## config.mk

```make
export PLATFORM = sky130hd
export DESIGN_NAME = ctc_channel_test_control
export DESIGN_NICKNAME = d
export VERILOG_FILES = /design/src/rtl/ctc_pkg.sv /design/src/rtl/ctc_pn_source.sv /design/src/rtl/ctc_channel_test_control.sv
export VERILOG_INCLUDE_DIRS = /design/src /design/src/rtl
export SDC_FILE = /design/constraint.sdc
export NUM_CORES = 1
export LEC_CHECK = 0
export BUFFER_PORTS_ARGS = -buffer_cell sky130_fd_sc_hd__clkbuf_2
export CELL_PAD_IN_SITES_DETAIL_PLACEMENT = 1
export CELL_PAD_IN_SITES_GLOBAL_PLACEMENT = 2
export CORE_UTILIZATION = 25
export CTS_BUF_LIST = sky130_fd_sc_hd__clkbuf_8
export CTS_CLUSTER_DIAMETER = 120
export CTS_CLUSTER_SIZE = 30
export DETAILED_ROUTE_END_ITERATION = 12
export GPL_TIMING_DRIVEN = 0
export MAX_ROUTING_LAYER = met4
export PLACE_DENSITY_LB_ADDON = 0.1
export SLEW_MARGIN = 10
export SYNTH_ARGS = -nofsm -noshare
export SYNTH_HDL_FRONTEND = slang
export SYNTH_SLANG_ARGS = --single-unit
```

## constraint.sdc

```tcl
create_clock -name mclk_i -period 1.2 [get_ports mclk_i]
set_input_delay 0.12 -clock mclk_i [delete_from_list [all_inputs] [get_ports mclk_i]]
set_output_delay 0.12 -clock mclk_i [all_outputs]
set_load 0.03 [all_outputs]
```

## src/rtl/ctc_consts.svh

```systemverilog
// Constants for the per-channel test control register block.
// Assumes inclusion by bare name from files under rtl/.
`ifndef CTC_CONSTS_SVH
`define CTC_CONSTS_SVH

// ----------------------------------------
// Register address and reset
// ----------------------------------------
`define CTC_ADDR_TEST_CTRL 7'h17
`define CTC_RESET_TEST_CTRL 16'h0000

// ----------------------------------------
// Field positions
// ----------------------------------------
`define CTC_BIT_SHUTOFF_ON_SCLK 15
`define CTC_BIT_SDATA_DELAY 14
`define CTC_BIT_STROBE_DELAY 13
`define CTC_BIT_COEF_FLOAT 12
`define CTC_BIT_PAD_HOLD_LO 8
`define CTC_BIT_PAD_HOLD_HI 10
`define CTC_BIT_PN_ENABLE 7
`define CTC_BIT_PN_FAST 6
`define CTC_BIT_STRAIGHT_THRU 4
`define CTC_BIT_PN_SELECT 3
`define CTC_BIT_FORCE_EDGE 2
`define CTC_BIT_FORCE_POP 1
`define CTC_BIT_FORCE_CARRIER 0

// ----------------------------------------
// Write masks
// ----------------------------------------
`define CTC_MASK_ALL_CHANNELS 16'hF7DF
`define CTC_MASK_CH0_ONLY 16'h0780

// ----------------------------------------
// Forced carrier value and noise source
// ----------------------------------------
`define CTC_CARRIER_FORCE 18'h1FFFF
`define CTC_PN_SEED 16'hACE1
`define CTC_PN_TAPS 16'hB400

`endif

```

## src/rtl/ctc_pkg.sv

```systemverilog
// Types shared by the channel test control block.
// Assumes the constants header sits beside it in rtl/.
package ctc_pkg;

	// ----------------------------------------
	// Carried groups
	// ----------------------------------------
	// Carrier sine and cosine pair
	typedef struct packed {
		logic [17:0] sin_val;
		logic [17:0] cos_val;
	} ctc_carrier_t;

	// One FIFO input word with its valid flag
	typedef struct packed {
		logic [15:0] data;
		logic valid;
	} ctc_sample_t;

endpackage

```

## src/rtl/ctc_pn_source.sv

```systemverilog
// Pseudo-noise source: Galois LFSR stepped by an advance pulse.
// Assumes a synchronous active-high reset and a single clock.
`timescale 1ns/1ps
`default_nettype none
`include "ctc_consts.svh"

module ctc_pn_source
	import ctc_pkg::*;
#(
	parameter int WIDTH = 16
)
(
	// Clock and reset
	input wire logic mclk_i,
	input wire logic srst_i,
	// Control
	input wire logic advance_i,
	// Noise word
	output logic [WIDTH-1:0] pn_data_o
);

	// ----------------------------------------
	// Shift register
	// ----------------------------------------
	logic [WIDTH-1:0] lfsr_reg; // Current noise state
	logic [WIDTH-1:0] lfsr_next; // Next noise state

	// Step only on advance; a zero state would lock up, seed avoids it
	always_comb
	begin
		lfsr_next = lfsr_reg;
		if (advance_i)
		begin
			if (lfsr_reg[0])
				lfsr_next = (lfsr_reg >> 1) ^ WIDTH'(`CTC_PN_TAPS);
			else
				lfsr_next = lfsr_reg >> 1;
		end
	end

	// Register the state
	always_ff @(posedge mclk_i)
	begin
		if (srst_i)
			lfsr_reg <= WIDTH'(`CTC_PN_SEED);
		else
			lfsr_reg <= lfsr_next;
	end

	assign pn_data_o = lfsr_reg;

endmodule // ctc_pn_source
`default_nettype wire

```

## src/rtl/ctc_channel_test_control.sv

```systemverilog
// Per-channel test control register and the test/bypass steering it drives.
// Assumes host port inputs synchronous to mclk_i; strobes last one cycle.
//
// Behaviour
// - Shut serial outputs per clock or serial boundary
// - Bit 14 delays serial data by pad latency
// - Bit 13 delays oversample strobe to FIFO timing
// - Bit 12 selects floating or two's complement coefficients
// - Coefficient format resets to two's complement
// - Bit 7 enables noise; bit 3 feeds FIFO
// - Bit 6 steps noise per clock, else symbol
// - Bit 4 bypasses shaping filter and FM generator
// - Bit 2 shifts filters every clock
// - Bit 1 pops FIFO every clock
// - Bit 0 forces sine and cosine to 0x1FFFF
// - Bits 10:7 live in channel 0 only
`timescale 1ns/1ps
`default_nettype none
`include "ctc_consts.svh"

module ctc_channel_test_control
	import ctc_pkg::*;
#(
	parameter logic [1:0] CHANNEL_INDEX = 2'h0,
	parameter int PAD_LATENCY = 1,
	parameter int STROBE_DELAY = 1
)
(
	// Clock and reset
	input wire logic mclk_i,
	input wire logic srst_i,
	// Host parallel port
	input wire logic host_cs_n_i,
	input wire logic host_wr_i,
	input wire logic host_rd_i,
	input wire logic [6:0] host_addr_i,
	input wire logic [1:0] host_chan_i,
	input wire logic [15:0] host_wdata_i,
	output logic [15:0] host_rdata_o,
	output logic host_rvalid_o,
	// Serial port timing
	input wire logic serial_run_i,
	input wire logic frame_sync_raw_i,
	input wire logic serial_clock_raw_i,
	input wire logic serial_data_i,
	input wire logic oversample_strobe_i,
	output logic frame_sync_out_o,
	output logic serial_clock_out_o,
	output logic serial_data_int_o,
	output logic oversample_strobe_o,
	// Sample path
	input wire ctc_sample_t sample_i,
	input wire logic symbol_strobe_i,
	input wire logic nco_pop_i,
	input wire logic nco_shift_i,
	output ctc_sample_t fifo_in_o,
	output logic fifo_pop_o,
	output logic filter_shift_o,
	output logic straight_thru_o,
	output logic coef_float_mode_o,
	output logic [2:0] pad_hold_o,
	// Carrier
	input wire ctc_carrier_t carrier_i,
	output ctc_carrier_t carrier_o
);

	// ----------------------------------------
	// Functions
	// ----------------------------------------
	// Pick delayed or direct copy of a signal
	function automatic logic dly_pick(input logic en, input logic direct, input logic delayed);
		dly_pick = en ? delayed : direct;
	endfunction

	// Writable bits for this channel
	function automatic logic [15:0] wr_mask(input logic [1:0] chan);
		wr_mask = (chan == 2'h0) ? `CTC_MASK_ALL_CHANNELS : (`CTC_MASK_ALL_CHANNELS & ~`CTC_MASK_CH0_ONLY);
	endfunction

	// ----------------------------------------
	// Register access
	// ----------------------------------------
	logic [15:0] ctrl_reg; // Test control register
	logic [15:0] ctrl_next;
	logic [15:0] rdata_reg; // Read data holding
	logic [15:0] rdata_next;
	logic rvalid_reg; // Read answer pulse
	logic rvalid_next;
	logic hit; // This channel's copy addressed

	// Channel select keeps the four copies apart at one address
	assign hit = !host_cs_n_i && (host_addr_i == `CTC_ADDR_TEST_CTRL) && (host_chan_i == CHANNEL_INDEX);

	// Next register state
	always_comb
	begin
		ctrl_next = ctrl_reg;
		rdata_next = rdata_reg;
		rvalid_next = 1'b0;
		// Masked write drops reserved and, off channel 0, pad/noise bits
		if (hit && host_wr_i)
			ctrl_next = host_wdata_i & wr_mask(CHANNEL_INDEX);
		// Reads of other addresses are left to neighbouring blocks
		if (hit && host_rd_i)
		begin
			rdata_next = ctrl_reg;
			rvalid_next = 1'b1;
		end
	end

	// Register the host side
	always_ff @(posedge mclk_i)
	begin
		if (srst_i)
		begin
			ctrl_reg <= `CTC_RESET_TEST_CTRL;
			rdata_reg <= 16'h0000;
			rvalid_reg <= 1'b0;
		end
		else
		begin
			ctrl_reg <= ctrl_next;
			rdata_reg <= rdata_next;
			rvalid_reg <= rvalid_next;
		end
	end

	assign host_rdata_o = rdata_reg;
	assign host_rvalid_o = rvalid_reg;
	assign coef_float_mode_o = ctrl_reg[`CTC_BIT_COEF_FLOAT];
	assign straight_thru_o = ctrl_reg[`CTC_BIT_STRAIGHT_THRU];
	// Pad hold bits only matter electrically; exposed to the pad ring
	assign pad_hold_o = ctrl_reg[`CTC_BIT_PAD_HOLD_HI:`CTC_BIT_PAD_HOLD_LO];

	// ----------------------------------------
	// Serial output shut-off
	// ----------------------------------------
	logic gate_reg; // Serial outputs allowed
	logic gate_next;
	logic sclk_prev_reg; // Last raw serial clock
	logic fs_out_reg;
	logic fs_out_next;
	logic sclk_out_reg;
	logic sclk_out_next;
	logic boundary; // Serial clock just fell

	assign boundary = sclk_prev_reg && !serial_clock_raw_i;

	// Gate follows run at once, or only at a serial clock fall
	always_comb
	begin
		gate_next = gate_reg;
		if (!ctrl_reg[`CTC_BIT_SHUTOFF_ON_SCLK])
			gate_next = serial_run_i;
		else if (boundary)
			gate_next = serial_run_i;
		fs_out_next = frame_sync_raw_i & gate_next;
		sclk_out_next = serial_clock_raw_i & gate_next;
	end

	// Register gate and outputs
	always_ff @(posedge mclk_i)
	begin
		if (srst_i)
		begin
			gate_reg <= 1'b0;
			sclk_prev_reg <= 1'b0;
			fs_out_reg <= 1'b0;
			sclk_out_reg <= 1'b0;
		end
		else
		begin
			gate_reg <= gate_next;
			sclk_prev_reg <= serial_clock_raw_i;
			fs_out_reg <= fs_out_next;
			sclk_out_reg <= sclk_out_next;
		end
	end

	assign frame_sync_out_o = fs_out_reg;
	assign serial_clock_out_o = sclk_out_reg;

	// ----------------------------------------
	// Serial transfer delay alignment
	// ----------------------------------------
	logic [PAD_LATENCY-1:0] sdata_pipe_reg; // Pad latency model
	logic [PAD_LATENCY-1:0] sdata_pipe_next;
	logic [STROBE_DELAY-1:0] strobe_pipe_reg; // Strobe alignment delay
	logic [STROBE_DELAY-1:0] strobe_pipe_next;
	logic sdata_out_reg;
	logic sdata_out_next;
	logic strobe_out_reg;
	logic strobe_out_next;

	// Pipes always run so that switching a delay on finds them full
	always_comb
	begin
		// Oldest bit falls off the top on purpose
		sdata_pipe_next = PAD_LATENCY'({sdata_pipe_reg, serial_data_i});
		strobe_pipe_next = STROBE_DELAY'({strobe_pipe_reg, oversample_strobe_i});
		sdata_out_next = dly_pick(ctrl_reg[`CTC_BIT_SDATA_DELAY], serial_data_i, sdata_pipe_reg[PAD_LATENCY-1]);
		strobe_out_next = dly_pick(ctrl_reg[`CTC_BIT_STROBE_DELAY], oversample_strobe_i,
			strobe_pipe_reg[STROBE_DELAY-1]);
	end

	// Register the pipes
	always_ff @(posedge mclk_i)
	begin
		if (srst_i)
		begin
			sdata_pipe_reg <= '0;
			strobe_pipe_reg <= '0;
			sdata_out_reg <= 1'b0;
			strobe_out_reg <= 1'b0;
		end
		else
		begin
			sdata_pipe_reg <= sdata_pipe_next;
			strobe_pipe_reg <= strobe_pipe_next;
			sdata_out_reg <= sdata_out_next;
			strobe_out_reg <= strobe_out_next;
		end
	end

	assign serial_data_int_o = sdata_out_reg;
	assign oversample_strobe_o = strobe_out_reg;

	// ----------------------------------------
	// Noise source, forced timing and carrier
	// ----------------------------------------
	logic pn_advance; // Step the noise source
	logic [15:0] pn_data; // Current noise word
	ctc_sample_t fifo_in_reg;
	ctc_sample_t fifo_in_next;
	logic pop_reg;
	logic pop_next;
	logic shift_reg;
	logic shift_next;
	ctc_carrier_t carrier_reg;
	ctc_carrier_t carrier_next;

	// Clock rate or symbol rate stepping
	assign pn_advance = ctrl_reg[`CTC_BIT_PN_ENABLE] &&
		(ctrl_reg[`CTC_BIT_PN_FAST] || symbol_strobe_i);

	ctc_pn_source #(
		.WIDTH(16)
	) u_pn (
		.mclk_i(mclk_i),
		.srst_i(srst_i),
		.advance_i(pn_advance),
		.pn_data_o(pn_data)
	);

	// Source select, forced advances, carrier override
	always_comb
	begin
		if (ctrl_reg[`CTC_BIT_PN_SELECT])
		begin
			fifo_in_next.data = pn_data;
			fifo_in_next.valid = pn_advance;
		end
		else
			fifo_in_next = sample_i;
		pop_next = ctrl_reg[`CTC_BIT_FORCE_POP] || nco_pop_i;
		shift_next = ctrl_reg[`CTC_BIT_FORCE_EDGE] || nco_shift_i;
		if (ctrl_reg[`CTC_BIT_FORCE_CARRIER])
		begin
			carrier_next.sin_val = `CTC_CARRIER_FORCE;
			carrier_next.cos_val = `CTC_CARRIER_FORCE;
		end
		else
			carrier_next = carrier_i;
	end

	// Register the steering outputs
	always_ff @(posedge mclk_i)
	begin
		if (srst_i)
		begin
			fifo_in_reg <= '0;
			pop_reg <= 1'b0;
			shift_reg <= 1'b0;
			carrier_reg <= '0;
		end
		else
		begin
			fifo_in_reg <= fifo_in_next;
			pop_reg <= pop_next;
			shift_reg <= shift_next;
			carrier_reg <= carrier_next;
		end
	end

	assign fifo_in_o = fifo_in_reg;
	assign fifo_pop_o = pop_reg;
	assign filter_shift_o = shift_reg;
	assign carrier_o = carrier_reg;

	// ----------------------------------------
	// Assertions
	// ----------------------------------------
	AST_SHUTOFF_SYNC: assert property (@(posedge mclk_i) disable iff (srst_i)
		!ctrl_reg[15] && !serial_run_i |=> !frame_sync_out_o && !serial_clock_out_o)
		else $error("serial outputs not stopped at once");
	AST_SHUTOFF_BOUNDARY: assert property (@(posedge mclk_i) disable iff (srst_i)
		ctrl_reg[15] && !boundary |=> $stable(gate_reg))
		else $error("serial gate moved off a serial clock boundary");
	AST_SDATA_DELAY: assert property (@(posedge mclk_i) disable iff (srst_i)
		ctrl_reg[14] |=> serial_data_int_o == $past(serial_data_i, PAD_LATENCY + 1))
		else $error("serial data delay wrong");
	AST_STROBE_DELAY: assert property (@(posedge mclk_i) disable iff (srst_i)
		ctrl_reg[13] |=> oversample_strobe_o == $past(oversample_strobe_i, STROBE_DELAY + 1))
		else $error("oversample strobe delay wrong");
	AST_COEF_RESET: assert property (@(posedge mclk_i) disable iff (srst_i)
		$fell(srst_i) |-> !coef_float_mode_o && ctrl_reg == 16'h0000)
		else $error("coefficient format not two's complement after reset");
	AST_PN_SELECT: assert property (@(posedge mclk_i) disable iff (srst_i)
		ctrl_reg[3] |=> fifo_in_o.data == $past(pn_data))
		else $error("FIFO input not from noise source");
	AST_PN_RATE: assert property (@(posedge mclk_i) disable iff (srst_i)
		(!ctrl_reg[7] || (!ctrl_reg[6] && !symbol_strobe_i)) |=> $stable(pn_data))
		else $error("noise source stepped without its rate");
	AST_FORCE_EDGE: assert property (@(posedge mclk_i) disable iff (srst_i)
		ctrl_reg[2] |=> filter_shift_o)
		else $error("filter shift not forced");
	AST_FORCE_POP: assert property (@(posedge mclk_i) disable iff (srst_i)
		ctrl_reg[1] |=> fifo_pop_o)
		else $error("FIFO pop not forced");
	AST_CARRIER: assert property (@(posedge mclk_i) disable iff (srst_i)
		ctrl_reg[0] |=> carrier_o.sin_val == 18'h1FFFF && carrier_o.cos_val == 18'h1FFFF)
		else $error("carrier not forced");
	AST_CH0_ONLY: assert property (@(posedge mclk_i) disable iff (srst_i)
		CHANNEL_INDEX != 2'h0 |-> ctrl_reg[10:7] == 4'h0)
		else $error("channel-0-only bits set in another channel");
	AST_RESERVED: assert property (@(posedge mclk_i) disable iff (srst_i)
		host_rvalid_o |-> !host_rdata_o[11] && !host_rdata_o[5])
		else $error("reserved bits read nonzero");
	AST_CHANNEL_COPY: assert property (@(posedge mclk_i) disable iff (srst_i)
		host_wr_i && host_chan_i != CHANNEL_INDEX |=> $stable(ctrl_reg))
		else $error("other channel write changed this copy");

endmodule // ctc_channel_test_control
`default_nettype wire

```

==> flow_summary.toml, run 1 <==
[placed_design]
dpl.hpwl_um = 7980
globalplace.congestion = 0.701
post-place-cells = 741
port_buffers = 166

[floorplanning]
num_rows = 44
die_w_um = 125
core-area_mm2 = 0.0147
num_io_pins = 172
die-area_mm2 = 0.0157
start_util_pct = 25.9
die_h_um = 125

[run]
cap_violations = 0

[yosys]
synth_area_per_cell_um2 = 9.75
yosysTopAreaCellShare_pct = 56.8
syn_area_mm2 = 0.00380
ys_ff_latch = 108
synth_ff_type = "dfxtp_1"
yosys.area.top_type = "dfxtp_1"
async_flop_share_pct = 0
synth_edf_count = 0
ys_seq_area_share_pct = 56.8
postSynthCellCount = 390
synth_area_leaders = "dfxtp_1 57%, mux2i_1 12%, nor2_1 9.5%"
yosys.cell_count.top_type = "dfxtp_1"
synth_common_cells = "108 x dfxtp_1, 96 x nor2_1, 47 x mux2i_1, 42 x nand2b_1, 26 x nand2_1"
ys_types = 28
ys_warn_count = 0

[timing]
max_slew_margin_pct = 58.3
final_hold_viol_count = 0
finClkSkew_ns = 0.0109
final_max_slew_viol_count = 0
period_share_pct = 94.0
min_period_ns = 1.13
setup_violations = 0
fmax_mhz = 886
tightest_slew_ns = 0.625

[power]
vdd_drop_max_uv = 643
cellPowerDensity_mw_per_mm2 = 1170
p_leak_uw = 0.00272
p_total_uw = 6860

[critical_path]
worst-path-buf-inv = 2
crit_type = "reg -> out"
worstPathCellList = "buf_4 > clkbuf_2"
crit_family = "flip-flops"
cp_slowest_cell = "dfxtp_1"
worstRegToRegCells = 4
end_kind = "primary output"
reg2reg_to = "u_pn.pn_data_o[8]"
cp.arrival_ns = 1.01
regToRegStartpoint = "ctrl_reg[7]"
crit_path_start_kind = "flip-flop"
cp_num_cells = 2
r2r_slack_ns = 0.08
critPathMaxStageDelay_ns = 0.34
crit_required_ns = 1.08
worst-path-max-fanout = 2

[clock_tree]
cts_buffer_depth = 2
cts_tree = "done"
cts_num_sinks = 108
clkTransAtPathRegs_ns = 0.10
root_buffer = "clkbuf_8"
cts-htree-levels = 3
numCtsBuffers = 9
clk_latency_ns = 0.38

[global_routing]
track_usage_pct = 15.7
grt_start_max_net_pins = 17
antenna_found_initial = 0
grt_pass1_vias = 3684
gr-total-overflow = 0
grt_pass1_wl_um = 18500

[finish]
syn_to_final_growth_pct = 53.5
antenna_cells = 0
final_cells = 828
nets = 731
drive_above_1_share_pct = 31.5
final_util_pct = 39.7
largest_reg_flops = 36

[route]
first_pass_iters = 11
drtAntennaViolNets = 0
routed_wirelength_um = 11300
routedWlPerCell_um = 13.6
drt_drc_violations_left = 11
vias_per_cell = 4.11
dr_total_vias = 3405
first_iter_violations = 104

[run_status]
violations = "DRC"
status = "complete, but fails checks"

[worst_hold_path]
min_to = "fifo_in_o[2]"
hp-start = "sample_i[2]"
hold_depth = 3
hold_path_class = "in -> reg"
-- repair_timing --
item / CTS / global route
hold endpoints to repair: 76 / 0
buffers inserted: 0 / 1
resized for setup: 12 / 4
hold buffers: 73 / 0
setup endpoints to repair: 53 / 15
pin swaps: 0 / 1
-- final cells by class --
class / instances / area, um2
timing repair buffer: 240 / 1570
multi-input combinational: 250 / 1500
clock inverter: 5 / 52.6
clock buffer: 10 / 138
fill: 1703 / 8860
buffer: 28 / 173
sequential: 108 / 2160
inverter: 3 / 11.3
tap: 184 / 230
-- cell families (layout without fill, tap and decap cells) --
| family | count (synthesis) | in the layout | share of synthesized area, % |
|---|---|---|---|
| simple gates | 182 | 182 | 23.0 |
| other cells | 1 | 2 | 0.0986 |
| mux | 47 | 47 | 12.4 |
| flops | 108 | 108 | 56.8 |
| xor+xnor | 3 | 3 | 0.691 |
| buf+inv | 33 | 286 | 4.44 |
| compound gates | 16 | 16 | 2.57 |
-- through the flow --
stage	area [um2]	setup TNS [ns]	hold slack (ns)	setup slack, ns
2_1_floorplan	3810	0	0.236	0.0486
3_3_place_gp	4870	-16.25	0.324	-0.262
3_5_place_dp	4870	-18.13	0.330	-0.290
4_1_cts	5810	0	0.000769	0.00487
5_1_grt	5840	-0.000272	0.0122	-0.000272
6_report	5840	0	0.0106	0.0716
-- per-layer routing --
metal | GRT usage, % | vias to the layer above | share of wire, %
met5 | - | - | 0
met4 | 6.74 | 0 | 2.0
met3 | 3.64 | 15 | 6.5
met2 | 25.3 | 112 | 47
met1 | 18.6 | 1540 | 45
li1 | - | 1738 | -
-- worst max path at each step --
stage,from,end,slack (ns)
6_report,ctrl_reg[10],pad_hold_o[2],0.07
4_1_cts,ctrl_reg[6],u_pn.pn_data_o[12],0.005
5_1_grt,srst_i,carrier_o[17],-0.0003
3_5_place_dp,srst_i,carrier_o[17],-0.29
3_3_place_gp,ctrl_reg[0],carrier_o[16],-0.26
2_1_floorplan,host_addr_i[5],ctrl_reg[10],0.05
-- worst reg2reg max path: stages (launching register included) --
cell,delay [ns]
dfxtp_1,0.43
o21a_4,0.21
clkbuf_4,0.22
nand2_1,0.08
a21oi_1,0.11
-- layout by cell type, fill, tap and decap left out --
cell type      netlist  final
buf_8                1      2
clkbuf_8             0     10
nor2_1              96     96
nor4b_4              1      1
nand2b_1            42     42
clkbuf_1            17     13
bufinv_16            0      1
nor2b_1              3      3
nand3b_1             7      7
buf_6                1      1
clkbuf_4             0      1
and4_1               1      1
dlygate4sd3_1        0     73
nor3b_1              3      3
xnor2_1              3      3
clkinvlp_4           0      1
mux2i_1             47     47
inv_1                3      3
dfxtp_2              0      1
clkinv_2             0      3
a211oi_1             3      2
o21ai_4              0      1
a211oi_2             0      1
dfxtp_1            108    107
nand2_1             26     26
nand3_1              1      1
buf_2                3      2
a211o_1              2      2
o21a_4               0      1
a21oi_1              8      8
buf_4                6      9
and4b_1              1      1
clkbuf_2             0    167
nand4_2              1      1
o21ai_0              1      1
conb_1               1      2
-- power by group --
group / internal [uW] / switching [uW]
Sequential: 3690 / 29.3
Combinational: 416 / 484
Clock: 1000 / 1230
Total: 5110 / 1750
Note: power is estimated with default switching activity, not from simulation.
==> run 2, diff against run 1 <==
==> constraint.sdc (replaced) <==
create_clock -name mclk_i -period 1.2 [get_ports mclk_i]
set_input_delay 0 -clock mclk_i [delete_from_list [all_inputs] [get_ports mclk_i]]
set_output_delay 0 -clock mclk_i [all_outputs]
set_load 0.03 [all_outputs]
==> run 2 against run 1 <==
  * The run still ends with DRC left
  * Critical path depth is 2 higher
  * Non-clock buffer count rose by 5
  * Die area did not move
  * Power up 0.21%
  * Clock-buffer cell count did not move
  * Sequential share of layout area is 0.32 points lower
  * Via count is 0.76% higher
  * Cell count grew 0.60%
  * Clock skew is essentially flat
  * Critical path type is now reg -> reg
==> flow_summary.toml, run 2 (synthesized netlist as in run 1, its figures left out) <==
[finish]
final_util_pct = 40.0
largest_reg_flops = 36
layout_commonest_cell = "clkbuf_2"
final_cell_mix = "167 x clkbuf_2, 107 x dfxtp_1, 96 x nor2_1, 78 x dlygate4sd3_1, 47 x mux2i_1"
drive_above_1_share_pct = 31.3
syn_to_final_growth_pct = 54.8
nets = 736
antenna_cells = 0
design_area_mm2 = 0.00589

[critical_path]
worstPathCellList = "o21a_4 > clkbuf_4 > nand2_1 > a21oi_1"
critPathMaxStageDelay_ns = 0.44
setup.worst_path.start = "ctrl_reg[7]"
crit_required_ns = 1.51
cp.arrival_ns = 1.43
worst-path-buf-inv = 1
crit_family = "flip-flops"
cp_slowest_cell = "dfxtp_1"
end_kind = "flip-flop"
regToRegStartpoint = "ctrl_reg[7]"
crit_path_start_kind = "flip-flop"
crit_type = "reg -> reg"
worst-path-max-fanout = 10

[timing]
min_period_ns = 1.12
setup_violations = 0
max_slew_margin_pct = 58.4
fmax_mhz = 891
grt_setup_unrepaired = "no"
setup_slack_ns = 0.0775
final_max_slew_viol_count = 0
finClkSkew_ns = 0.0110
tightest_slew_ns = 0.624
final_hold_viol_count = 0
setup-tns-final_ns = 0
period_share_pct = 93.5

[global_routing]
grt_pass1_vias = 3698
grt_pass1_wl_um = 18700
track_usage_pct = 15.8
antenna_found_initial = 0
gr-total-overflow = 0
grt_start_max_net_pins = 17

[placed_design]
detailedPlace.worstSlack_ns = -0.258
globalplace.congestion = 0.701
dpl_cell_area_mm2 = 0.00487
dpl.hpwl_um = 7980
port_buffers = 166

[clock_tree]
cts_tree = "done"
cts_num_sinks = 108
numCtsBuffers = 9
root_buffer = "clkbuf_8"
cts_buffer_depth = 2
cts-htree-levels = 3
clkTransAtPathRegs_ns = 0.10
clk_latency_ns = 0.38

[floorplanning]
die_h_um = 125
start_util_pct = 25.9
die-area_mm2 = 0.0157
die_w_um = 125
num_rows = 44
core-area_mm2 = 0.0147
num_io_pins = 172

[route]
vias_per_cell = 4.12
drtAntennaViolNets = 0
dr_total_vias = 3431
first_iter_violations = 124
routedWlPerCell_um = 13.7
first_pass_iters = 10
routed_wirelength_um = 11400
drt_drc_violations_left = 11

[run]
cap_violations = 0

[power]
cellPowerDensity_mw_per_mm2 = 1170
vdd_drop_max_uv = 644
p_leak_uw = 0.00275

[worst_hold_path]
hold_path_class = "in -> reg"
hp-start = "host_addr_i[2]"

[run_status]
violations = "DRC"
status = "complete, but fails checks"
[run 2: path summary, 6_finish.rpt]
path                                            end  slack, ns  cells after the start
worst max-delay path              u_pn.pn_data_o[8]       0.08                      4
worst min-delay path                  host_rvalid_o       0.08                      4
worst max register to register    u_pn.pn_data_o[8]       0.08                      4
worst min register to register  oversample_strobe_o       0.48                      2
[run 2: layout make-up]
class / count / area (um2)
flip-flops and latches: 108 / 2160
clock buffers: 10 / 138
repair buffers: 245 / 1620
multi-input cells: 250 / 1500
plain buffers: 28 / 173
clock inverters: 5 / 52.6
fillers: 1706 / 8810
well taps: 184 / 230
inverters: 3 / 11.3
[run 2: timing repair]
action,CTS,global route
hold buffers,78,0
gates resized for setup,12,4
pin swaps,0,1
setup buffers,0,1
hold endpoints to repair,83,0
setup endpoints to repair,53,15
[run 2: metal layers]
layer  share of wire, %  vias to the layer above  track usage [%]
li1                   -                     1749                -
met1                 45                     1555             18.8
met2                 47                      112             25.6
met3                6.4                       15             3.59
met4                2.0                        0             6.74
met5                  0                        -                -
[run 2: worst reg2reg max path, stage by stage, from the launching register on]
cell	delay (ns)
dfxtp_1	0.44
o21a_4	0.21
clkbuf_4	0.22
nand2_1	0.08
a21oi_1	0.11
[run 2: metrics by stage]
| stage | total power, uW | cells | hold slack, ns |
|---|---|---|---|
| 3_5_place_dp | 4520 | 741 | 0.210 |
| 4_1_cts | 6980 | 832 | 0.0427 |
| 6_report | 6870 | 833 | 0.0761 |
| 5_1_grt | 7240 | 833 | 0.0532 |
| 3_3_place_gp | 4510 | 741 | 0.204 |
| 2_1_floorplan | 4200 | 391 | 0.116 |
[run 2: report_power, final]
part / total [uW] / internal (uW) / switching, uW / leakage [uW]
clock network: 2240 / 1000 / 1230 / 0.0000979
registers: 3720 / 3690 / 29.3 / 0.000888
logic: 912 / 425 / 487 / 0.00176
total: 6870 / 5120 / 1750 / 0.00275
